## src/rtl/scd_consts.svh

```systemverilog
`ifndef SCD_CONSTS_SVH
`define SCD_CONSTS_SVH

// Register byte offsets
`define SCD_OFS_CTRL        8'h00
`define SCD_OFS_STATUS      8'h04
`define SCD_ADR_BITS        8

// Control register fields
`define SCD_CTRL_RESAMPLE   0
`define SCD_CTRL_RELEASE    6

// Status register fields
`define SCD_ST_ADDR_LSB     0
`define SCD_ST_ADDR_MSB     4
`define SCD_ST_ADDR_VALID   5
`define SCD_ST_MAC_LSB      6
`define SCD_ST_MAC_MSB      8
`define SCD_ST_MAC_RSVD     9
`define SCD_ST_MASTER       10
`define SCD_ST_AUTO_DIS     11
`define SCD_ST_CLK_SEL      12
`define SCD_ST_PERMIT       13
`define SCD_ST_SAMPLING     14

// Strap modes and level counts
`define SCD_MODE_1          2'h1
`define SCD_MODE_2          2'h2
`define SCD_MODE_3          2'h3
`define SCD_LEVELS_ADDR     3
`define SCD_LEVELS_PLAIN    2
`define SCD_NUM_STRAPS      8
`define SCD_NUM_ADDR_STRAPS 2

// Strap slots
`define SCD_SLOT_RXCTRL     0
`define SCD_SLOT_RXERR      1
`define SCD_SLOT_MAC0       2
`define SCD_SLOT_MAC1       3
`define SCD_SLOT_MAC2       4
`define SCD_SLOT_RD3        5
`define SCD_SLOT_ROLE       6
`define SCD_SLOT_AUTO       7

// Management address strap codes
`define SCD_CODE_0          4'h0
`define SCD_CODE_4          4'h4
`define SCD_CODE_5          4'h5
`define SCD_CODE_8          4'h8
`define SCD_CODE_A          4'hA
`define SCD_CODE_C          4'hC
`define SCD_CODE_D          4'hD
`define SCD_CODE_E          4'hE
`define SCD_CODE_F          4'hF

// MAC select codes
`define SCD_MAC_SGMII       3'h0
`define SCD_MAC_MII         3'h1
`define SCD_MAC_RMII_S      3'h2
`define SCD_MAC_RMII_M      3'h3
`define SCD_MAC_RGMII_AL    3'h4
`define SCD_MAC_RGMII_TX    3'h5
`define SCD_MAC_RGMII_TXRX  3'h6
`define SCD_MAC_RGMII_RX    3'h7

`endif

```

## src/rtl/scd_pkg.sv

```systemverilog
package scd_pkg;

  typedef enum logic [2:0] {
    SCD_MAC_SGMII4,
    SCD_MAC_MII,
    SCD_MAC_RMII_SLAVE,
    SCD_MAC_RMII_MASTER,
    SCD_MAC_RGMII_ALIGN,
    SCD_MAC_RGMII_TXDLY,
    SCD_MAC_RGMII_TXRXDLY,
    SCD_MAC_RGMII_RXDLY
  } scd_mac_mode_t;

  typedef logic [1:0] scd_mode_t;

endpackage : scd_pkg

```

## src/rtl/scd_strap_if.sv

```systemverilog
`timescale 1ns/1ps
interface scd_strap_if;
  logic [1:0]        thermo;
  scd_pkg::scd_mode_t mode;
  logic              legal;

  modport dec (input thermo, output mode, output legal);
  modport top (output thermo, input mode, input legal);
endinterface : scd_strap_if

```

## src/rtl/scd_level_decoder.sv

```systemverilog
`timescale 1ns/1ps
`include "scd_consts.svh"

// Thermometer from the strap comparators: bit0 above the low threshold,
// bit1 above the high threshold. Two-level straps only use bit0.
module scd_level_decoder #(
  parameter int LEVELS = 2
) (
  scd_strap_if.dec s
);

  always_comb begin
    s.mode  = `SCD_MODE_1;
    s.legal = 1'b1;
    if (LEVELS == `SCD_LEVELS_ADDR) begin
      unique case (s.thermo)
        2'h0: s.mode = `SCD_MODE_1;
        2'h1: s.mode = `SCD_MODE_2;
        2'h3: s.mode = `SCD_MODE_3;
        // Upper without lower cannot come from a divider; read as highest
        default: begin
          s.mode  = `SCD_MODE_3;
          s.legal = 1'b0;
        end
      endcase
    end else begin
      s.mode = s.thermo[0] ? `SCD_MODE_2 : `SCD_MODE_1;
    end
  end

endmodule : scd_level_decoder

```

## src/rtl/scd_top.sv

```systemverilog
// Operation
// - Every strap is sampled after power-up, after the reset pin and after a resample write.
// - The two address straps decode to three modes and every other strap to two modes.
// - With clock pin select at 0 the clock leaves on the default pin and auto-disable comes from the indicator pin.
// - With clock pin select at 1 the two pins swap roles and auto-disable comes from the default clock pin.
// - Clock pin select only swaps pin functions and never moves a pin to another supply.
// - The role strap at 0 gives link slave and at 1 gives link master.
// - Auto-disable at 0 lets the link start by itself after power-up.
// - Auto-disable at 1 holds off link start until software permits it.
// - Writing one to the release bit permits link-up and the bit clears itself once link is up.
// - The three MAC select bits, MSB first, pick SGMII, MII, RMII slave/master or one of four RGMII modes.
// - The all-zero MAC code is four-wire SGMII only on the variant that has it, else reserved.
// - Both address straps in mode 1 give address 0, receive-control mode 2 or 3 alone give 0x4 or 0x5.
// - Receive-error mode 2 gives 0x8, 0xC, 0xD and mode 3 gives 0xA, 0xE, 0xF for control modes 1 to 3.
// - The seven unreachable address codes stay unassigned with no address.
// - The latched address is one of nine values and is zero with no pull-ups fitted.
`timescale 1ns/1ps
`include "scd_consts.svh"

module scd_top #(
  parameter bit SGMII_VARIANT = 1'b1
) (
  // Clock and reset
  input  wire logic                  clk_i,
  input  wire logic                  rst_i,
  // Wishbone slave
  input  wire logic                  wb_cyc_i,
  input  wire logic                  wb_stb_i,
  input  wire logic                  wb_we_i,
  input  wire logic [31:0]           wb_adr_i,
  input  wire logic [3:0]            wb_sel_i,
  input  wire logic [31:0]           wb_dat_i,
  output logic      [31:0]           wb_dat_o,
  output logic                       wb_ack_o,
  // Strap comparator inputs
  input  wire logic [1:0]            receive_ctrl_strap_i,
  input  wire logic [1:0]            receive_error_strap_i,
  input  wire logic [2:0]            mac_if_select_i,
  input  wire logic                  receive_data3_strap_i,
  input  wire logic                  link_role_select_i,
  // Shared clock and indicator pins
  input  wire logic                  clock_output_pin_i,
  output logic                       clock_output_pin_o,
  output logic                       clock_output_pin_oe_o,
  input  wire logic                  second_indicator_pin_i,
  output logic                       second_indicator_pin_o,
  output logic                       second_indicator_pin_oe_o,
  // Core functional sources and link state
  input  wire logic                  ref_clk_out_i,
  input  wire logic                  indicator_i,
  input  wire logic                  link_up_i,
  // Latched configuration
  output logic                       cfg_valid_o,
  output scd_pkg::scd_mac_mode_t     mac_if_mode_o,
  output logic                       mac_reserved_o,
  output logic                       link_master_o,
  output logic                       autonomous_o,
  output logic                       link_enable_o,
  output logic [4:0]                 mgmt_address_strap_o,
  output logic                       mgmt_address_valid_o
);

  logic                   sampling_r;
  logic                   cfg_valid_r;
  logic [3:0]             addr_code;
  logic [4:0]             addr_nxt;
  logic                   addr_ok_nxt;
  logic [4:0]             addr_r;
  logic                   addr_valid_r;
  logic [2:0]             mac_code_r;
  logic                   mac_rsvd_r;
  logic                   master_r;
  logic                   clock_pin_select_r;
  logic                   auto_dis_r;
  logic                   release_r;
  logic                   permit_r;
  logic                   ack_r;
  logic [31:0]            rdata_r;
  logic                   req;
  logic                   wr_ctrl;
  logic                   resample_req;
  logic                   auto_src;
  logic [1:0]             thermo [`SCD_NUM_STRAPS];
  scd_pkg::scd_mode_t     mode   [`SCD_NUM_STRAPS];
  logic                   strap_bit [`SCD_NUM_STRAPS];
  scd_pkg::scd_mac_mode_t mac_mode_r;

  // Bus decode
  assign req     = wb_cyc_i && wb_stb_i && !ack_r;
  assign wr_ctrl = req && wb_we_i && wb_sel_i[0]
                   && (wb_adr_i[`SCD_ADR_BITS-1:0] == `SCD_OFS_CTRL);
  assign resample_req = wr_ctrl && wb_dat_i[`SCD_CTRL_RESAMPLE];

  // auto-disable source
  // Swapped source follows the clock pin strap of the same sample
  assign auto_src = strap_bit[`SCD_SLOT_RD3] ? clock_output_pin_i : second_indicator_pin_i;

  assign thermo[`SCD_SLOT_RXCTRL] = receive_ctrl_strap_i;
  assign thermo[`SCD_SLOT_RXERR]  = receive_error_strap_i;
  assign thermo[`SCD_SLOT_MAC0]   = {1'b0, mac_if_select_i[0]};
  assign thermo[`SCD_SLOT_MAC1]   = {1'b0, mac_if_select_i[1]};
  assign thermo[`SCD_SLOT_MAC2]   = {1'b0, mac_if_select_i[2]};
  assign thermo[`SCD_SLOT_RD3]    = {1'b0, receive_data3_strap_i};
  assign thermo[`SCD_SLOT_ROLE]   = {1'b0, link_role_select_i};
  assign thermo[`SCD_SLOT_AUTO]   = {1'b0, auto_src};

  generate
    for (genvar g = 0; g < `SCD_NUM_STRAPS; g++) begin : g_strap
      scd_strap_if s_if ();
      assign s_if.thermo = thermo[g];
      assign mode[g]     = s_if.mode;
      assign strap_bit[g] = (s_if.mode == `SCD_MODE_2);
      scd_level_decoder #(
        .LEVELS ((g < `SCD_NUM_ADDR_STRAPS) ? `SCD_LEVELS_ADDR : `SCD_LEVELS_PLAIN)
      ) u_dec (
        .s (s_if.dec)
      );
    end
  endgenerate

  // address bit mapping
  // Control strap drives bits 0 and 2, error strap bits 1 and 3
  always_comb begin
    addr_code = 4'h0;
    addr_code[0] = (mode[`SCD_SLOT_RXCTRL] == `SCD_MODE_3);
    addr_code[2] = (mode[`SCD_SLOT_RXCTRL] != `SCD_MODE_1);
    addr_code[1] = (mode[`SCD_SLOT_RXERR] == `SCD_MODE_3);
    addr_code[3] = (mode[`SCD_SLOT_RXERR] != `SCD_MODE_1);
  end

  always_comb begin
    addr_nxt    = 5'h00;
    addr_ok_nxt = 1'b1;
    unique case (addr_code)
      `SCD_CODE_0: addr_nxt = 5'h00;
      `SCD_CODE_4: addr_nxt = 5'h04;
      `SCD_CODE_5: addr_nxt = 5'h05;
      `SCD_CODE_8: addr_nxt = 5'h08;
      `SCD_CODE_A: addr_nxt = 5'h0A;
      `SCD_CODE_C: addr_nxt = 5'h0C;
      `SCD_CODE_D: addr_nxt = 5'h0D;
      `SCD_CODE_E: addr_nxt = 5'h0E;
      `SCD_CODE_F: addr_nxt = 5'h0F;
      default: addr_ok_nxt = 1'b0;
    endcase
  end

  // sample sequencing
  // Caught on the first edge after reset release, never under reset itself
  always_ff @(posedge clk_i) begin
    if (rst_i) begin
      sampling_r  <= 1'b1;
      cfg_valid_r <= 1'b0;
    end else if (resample_req) begin
      sampling_r  <= 1'b1;
      cfg_valid_r <= 1'b0;
    end else if (sampling_r) begin
      sampling_r  <= 1'b0;
      cfg_valid_r <= 1'b1;
    end
  end

  always_ff @(posedge clk_i) begin
    if (rst_i) begin
      addr_r             <= 5'h00;
      addr_valid_r       <= 1'b0;
      mac_code_r         <= 3'h0;
      master_r           <= 1'b0;
      clock_pin_select_r <= 1'b0;
      auto_dis_r         <= 1'b0;
    end else if (sampling_r && !resample_req) begin
      addr_r             <= addr_nxt;
      addr_valid_r       <= addr_ok_nxt;
      mac_code_r         <= {strap_bit[`SCD_SLOT_MAC2], strap_bit[`SCD_SLOT_MAC1],
                             strap_bit[`SCD_SLOT_MAC0]};
      master_r           <= strap_bit[`SCD_SLOT_ROLE];
      clock_pin_select_r <= strap_bit[`SCD_SLOT_RD3];
      auto_dis_r         <= strap_bit[`SCD_SLOT_AUTO];
    end
  end

  always_comb begin
    mac_mode_r = scd_pkg::SCD_MAC_SGMII4;
    mac_rsvd_r = 1'b0;
    unique case (mac_code_r)
      `SCD_MAC_SGMII: begin
        mac_mode_r = scd_pkg::SCD_MAC_SGMII4;
        mac_rsvd_r = !SGMII_VARIANT;
      end
      `SCD_MAC_MII:        mac_mode_r = scd_pkg::SCD_MAC_MII;
      `SCD_MAC_RMII_S:     mac_mode_r = scd_pkg::SCD_MAC_RMII_SLAVE;
      `SCD_MAC_RMII_M:     mac_mode_r = scd_pkg::SCD_MAC_RMII_MASTER;
      `SCD_MAC_RGMII_AL:   mac_mode_r = scd_pkg::SCD_MAC_RGMII_ALIGN;
      `SCD_MAC_RGMII_TX:   mac_mode_r = scd_pkg::SCD_MAC_RGMII_TXDLY;
      `SCD_MAC_RGMII_TXRX: mac_mode_r = scd_pkg::SCD_MAC_RGMII_TXRXDLY;
      `SCD_MAC_RGMII_RX:   mac_mode_r = scd_pkg::SCD_MAC_RGMII_RXDLY;
    endcase
  end

  // release bit
  // A write in the link-up cycle wins, so software never loses a release
  always_ff @(posedge clk_i) begin
    if (rst_i || resample_req) begin
      release_r <= 1'b0;
    end else if (wr_ctrl && wb_dat_i[`SCD_CTRL_RELEASE]) begin
      release_r <= 1'b1;
    end else if (link_up_i) begin
      release_r <= 1'b0;
    end
  end

  // managed hold-off
  // Permission survives the self-clear of the release bit
  always_ff @(posedge clk_i) begin
    if (rst_i || resample_req) begin
      permit_r <= 1'b0;
    end else if (release_r) begin
      permit_r <= 1'b1;
    end
  end

  assign link_enable_o = cfg_valid_r && (!auto_dis_r || permit_r);

  // function-only pin swap
  // Straps are inputs while sampling, so both drivers stay off then
  always_ff @(posedge clk_i) begin
    if (rst_i) begin
      clock_output_pin_o        <= 1'b0;
      clock_output_pin_oe_o     <= 1'b0;
      second_indicator_pin_o    <= 1'b0;
      second_indicator_pin_oe_o <= 1'b0;
    end else begin
      clock_output_pin_oe_o     <= !sampling_r && !resample_req;
      second_indicator_pin_oe_o <= !sampling_r && !resample_req;
      clock_output_pin_o     <= clock_pin_select_r ? indicator_i : ref_clk_out_i;
      second_indicator_pin_o <= clock_pin_select_r ? ref_clk_out_i : indicator_i;
    end
  end

  // Wishbone answer one cycle after the request
  always_ff @(posedge clk_i) begin
    if (rst_i) begin
      ack_r   <= 1'b0;
      rdata_r <= 32'h00000000;
    end else begin
      ack_r   <= req;
      rdata_r <= 32'h00000000;
      if (req && !wb_we_i) begin
        unique case (wb_adr_i[`SCD_ADR_BITS-1:0])
          `SCD_OFS_CTRL:
            rdata_r[`SCD_CTRL_RELEASE] <= release_r;
          `SCD_OFS_STATUS: begin
            rdata_r[`SCD_ST_ADDR_MSB:`SCD_ST_ADDR_LSB] <= addr_r;
            rdata_r[`SCD_ST_ADDR_VALID]               <= addr_valid_r;
            rdata_r[`SCD_ST_MAC_MSB:`SCD_ST_MAC_LSB]   <= mac_code_r;
            rdata_r[`SCD_ST_MAC_RSVD]                 <= mac_rsvd_r;
            rdata_r[`SCD_ST_MASTER]                   <= master_r;
            rdata_r[`SCD_ST_AUTO_DIS]                 <= auto_dis_r;
            rdata_r[`SCD_ST_CLK_SEL]                  <= clock_pin_select_r;
            rdata_r[`SCD_ST_PERMIT]                   <= permit_r;
            rdata_r[`SCD_ST_SAMPLING]                 <= sampling_r;
          end
          default: rdata_r <= 32'h00000000;
        endcase
      end
    end
  end

  assign wb_ack_o             = ack_r;
  assign wb_dat_o             = rdata_r;
  assign cfg_valid_o          = cfg_valid_r;
  assign mac_if_mode_o        = mac_mode_r;
  assign mac_reserved_o       = mac_rsvd_r;
  assign link_master_o        = master_r;
  assign autonomous_o         = !auto_dis_r;
  assign mgmt_address_strap_o = addr_r;
  assign mgmt_address_valid_o = addr_valid_r;
endmodule : scd_top

```

## config.mk

```make
export PLATFORM = sky130hd
export DESIGN_NAME = scd_top
export DESIGN_NICKNAME = d
export VERILOG_FILES = /design/src/rtl/scd_pkg.sv /design/src/rtl/scd_strap_if.sv /design/src/rtl/scd_level_decoder.sv /design/src/rtl/scd_top.sv
export VERILOG_INCLUDE_DIRS = /design/src /design/src/rtl
export SDC_FILE = /design/constraint.sdc
export NUM_CORES = 1
export LEC_CHECK = 0
export BUFFER_PORTS_ARGS = -buffer_cell sky130_fd_sc_hd__buf_2
export CAP_MARGIN = 25
export CELL_PAD_IN_SITES_DETAIL_PLACEMENT = 0
export CELL_PAD_IN_SITES_GLOBAL_PLACEMENT = 1
export CORE_UTILIZATION = 22
export DETAILED_ROUTE_END_ITERATION = 10
export HOLD_SLACK_MARGIN = 0.03
export PLACE_DENSITY_LB_ADDON = 0.1
export SYNTH_ARGS = -nofsm -noshare
export SYNTH_HDL_FRONTEND = slang
export SYNTH_HIERARCHICAL = 1
export SYNTH_SLANG_ARGS = --single-unit
```

## constraint.sdc

```tcl
create_clock -name clk_i -period 1.8 [get_ports clk_i]
set_clock_uncertainty 0.2 [all_clocks]
set_input_delay 0.36 -clock clk_i [delete_from_list [all_inputs] [get_ports clk_i]]
set_output_delay 0.36 -clock clk_i [all_outputs]
set_load 0.01 [all_outputs]
```

==> summary.txt <==
Die
  • Die Wd: 83.9 µm
  • Initial cell density of the core: 0.230
  • Die Height: 83.9 µm
  • I/O pins: 138
  • Core ar.: 0.00642 mm²
  • FP Rows: 29
  • Die area: 0.00704 mm²

Place
  • Dpl hpwl: 2500 µm
  • Routability congestion estimate from global placement: 0.744
  • Placed cells: 291
  • IO Port Bufs: 59
  • Setup Slack @ Placement: -0.327 ns

STA
  • Max Clk Rate: 550 MHz
  • RSZ-0062 raised after global routing: true
  • Crit path time final: 1.82 ns
  • Max-slew violation count: 0
  • Final Cycle Share: 1.01
  • Setup-failing EPs final: 1
  • Fin. Hold Viols: 0
  • Final WS setup: -0.0187 ns

Min path
  • HP Class: in -> reg

Yosys
  • Mean post-synth cell area: 9.23 µm²
  • Mapped Area: 0.00148 mm²
  • Post-Synthesis Cells: 160
  • Synth warn: 6

Final layout
  • Fill cells: 688
  • Non-filler cells, final: 299
  • Share of layout cells above drive strength 1: 0.369
  • Final #Nets: 309
  • Antenna diodes: 0
  • Area delta synth->final: 31.4%

Clock tree
  • Max clock buf depth: 2
  • CTS Sinks: 32
  • Number of buffers created by CTS: 5
  • H-tree levels: 2
  • Hold buffers post-CTS: 0
  • Clock root cell: clkbuf_8
  • CTS tree: built
  • Worst-path clk slew: 0.06 ns
  • Insertion delay to the later sink of the worst-skew pair: 0.28 ns

GRT
  • GRT overflow: 0
  • Initial antenna violation count: 0
  • GR Util All Layers: 0.0961
  • Largest net degree at the start of global routing: 22
  • Number of global-route vias before repair: 1057
  • First-pass GRT wire length: 5190 µm

Flow run
  • Max-cap violation count: 0

Power
  • P_leak: 0.00101 µW
  • VDD IR max: 0.245 mV
  • Power Density: 787 mW/mm²

Route
  • Post-Route WL: 3170 µm
  • Routed Antenna Nets: 0
  • Total vias in the final route: 1136
  • WL/cell: 10.6 µm
  • Drt initial violations: 35
  • DRC Markers: 7
  • Via-to-Cell Ratio: 3.80
  • DR pass1 iterations: 7

Worst setup path
  • Critical Path End Type: register
  • Critical path class: in -> reg
  • Crit path launch type: primary input
  • Crit path required time: 1.78 ns
  • WP data arrival: 1.80 ns
  • Crit-path max FO: 9

Status
  • Violated checks: DRC, setup timing
  • Run status: finished, violations left
==> cell type report <==
class	count	area [µm²]	share of cell area
well taps	77	96.3	0.0497
multi-input cells	100	644	0.332
repair buffers	70	413	0.213
clock buffers	7	96.3	0.0497
inverters	13	48.8	0.0252
flip-flops and latches	32	641	0.330
==> registers in the layout, indices dropped and copies added (netlist names) <==
name and cells:
clock_pin_select_r 1, cfg_valid_o 1, wb_dat_o 13, clock_output_pin_o 1, wb_ack_o 1, mgmt_address_valid_o 1, permit_r 1, mac_code_r 3
auto_dis_r 1, link_master_o 1, sampling_r 1, mgmt_address_strap_o 4, release_r 1, second_indicator_pin_oe_o 1, second_indicator_pin_o 1
==> cells in the final DEF (no fill, tap or decap), types with 3 or more instances in the layout <==
master,n
nor2_1,8
clkbuf_8,7
and2_1,12
nand2_1,11
buf_4,8
buf_2,58
dfxtp_1,32
nand3_1,6
nand3b_1,4
conb_1,21
inv_1,13
nand2b_1,3
mux2i_1,13
==> worst paths after layout <==
path | start | to | slack (ns) | cells past startpoint
worst max-delay path | wb_adr_i[1] | mgmt_address_valid_o | -0.02 | 5
worst min-delay path | wb_we_i | wb_dat_o[6] | 0.08 | 2
worst max register to register | wb_ack_o | mgmt_address_valid_o | 0.21 | 4
worst min register to register | mgmt_address_strap_o[0] | mgmt_address_strap_o[0] | 0.27 | 2
==> metrics by stage <==
step                      hold WS [ns]  power, µW   TNS, ns   util  cell area (µm²)
final                           0.0842       1530   -0.0187  0.302             1940
after global routing            0.0977       1610    -0.131  0.302             1940
after CTS                       0.0776       1550  -0.00613  0.297             1910
after detailed placement         0.262        947     -4.39  0.280             1800
after global placement           0.253        942     -4.16  0.280             1800
after floorplan                  0.232        904     -1.05      -             1550
==> report_power, final <==
group | internal [µW] | total [µW] | switching [µW] | leakage (µW)
clock | 340 | 589 | 249 | 0.0000503
sequential | 731 | 746 | 15.3 | 0.000261
combinational | 89.6 | 191 | 102 | 0.000693
==> layer usage <==
metal,global-route usage,vias to the layer above,routed length [µm]
met1,0.109,501,1350
met4,0.0470,0,70
li1,-,592,-
met2,0.162,38,1600
met3,0.0307,5,157
met5,0,-,0
==> worst max-delay path, stage by stage <==
cell,delay [ns]
buf_6,0.09
or4b_4,0.54
o41a_1,0.48
buf_12,0.17
o21a_1,0.16
==> timing repair <==
action / in CTS / in global routing
gates resized for setup: 2 / 3
gates cloned: 0 / 0
endpoints found under the setup margin: 3 / 9
pin swaps: 2 / 0
setup buffers: 0 / 1
Power figures use the tool's default switching activity.
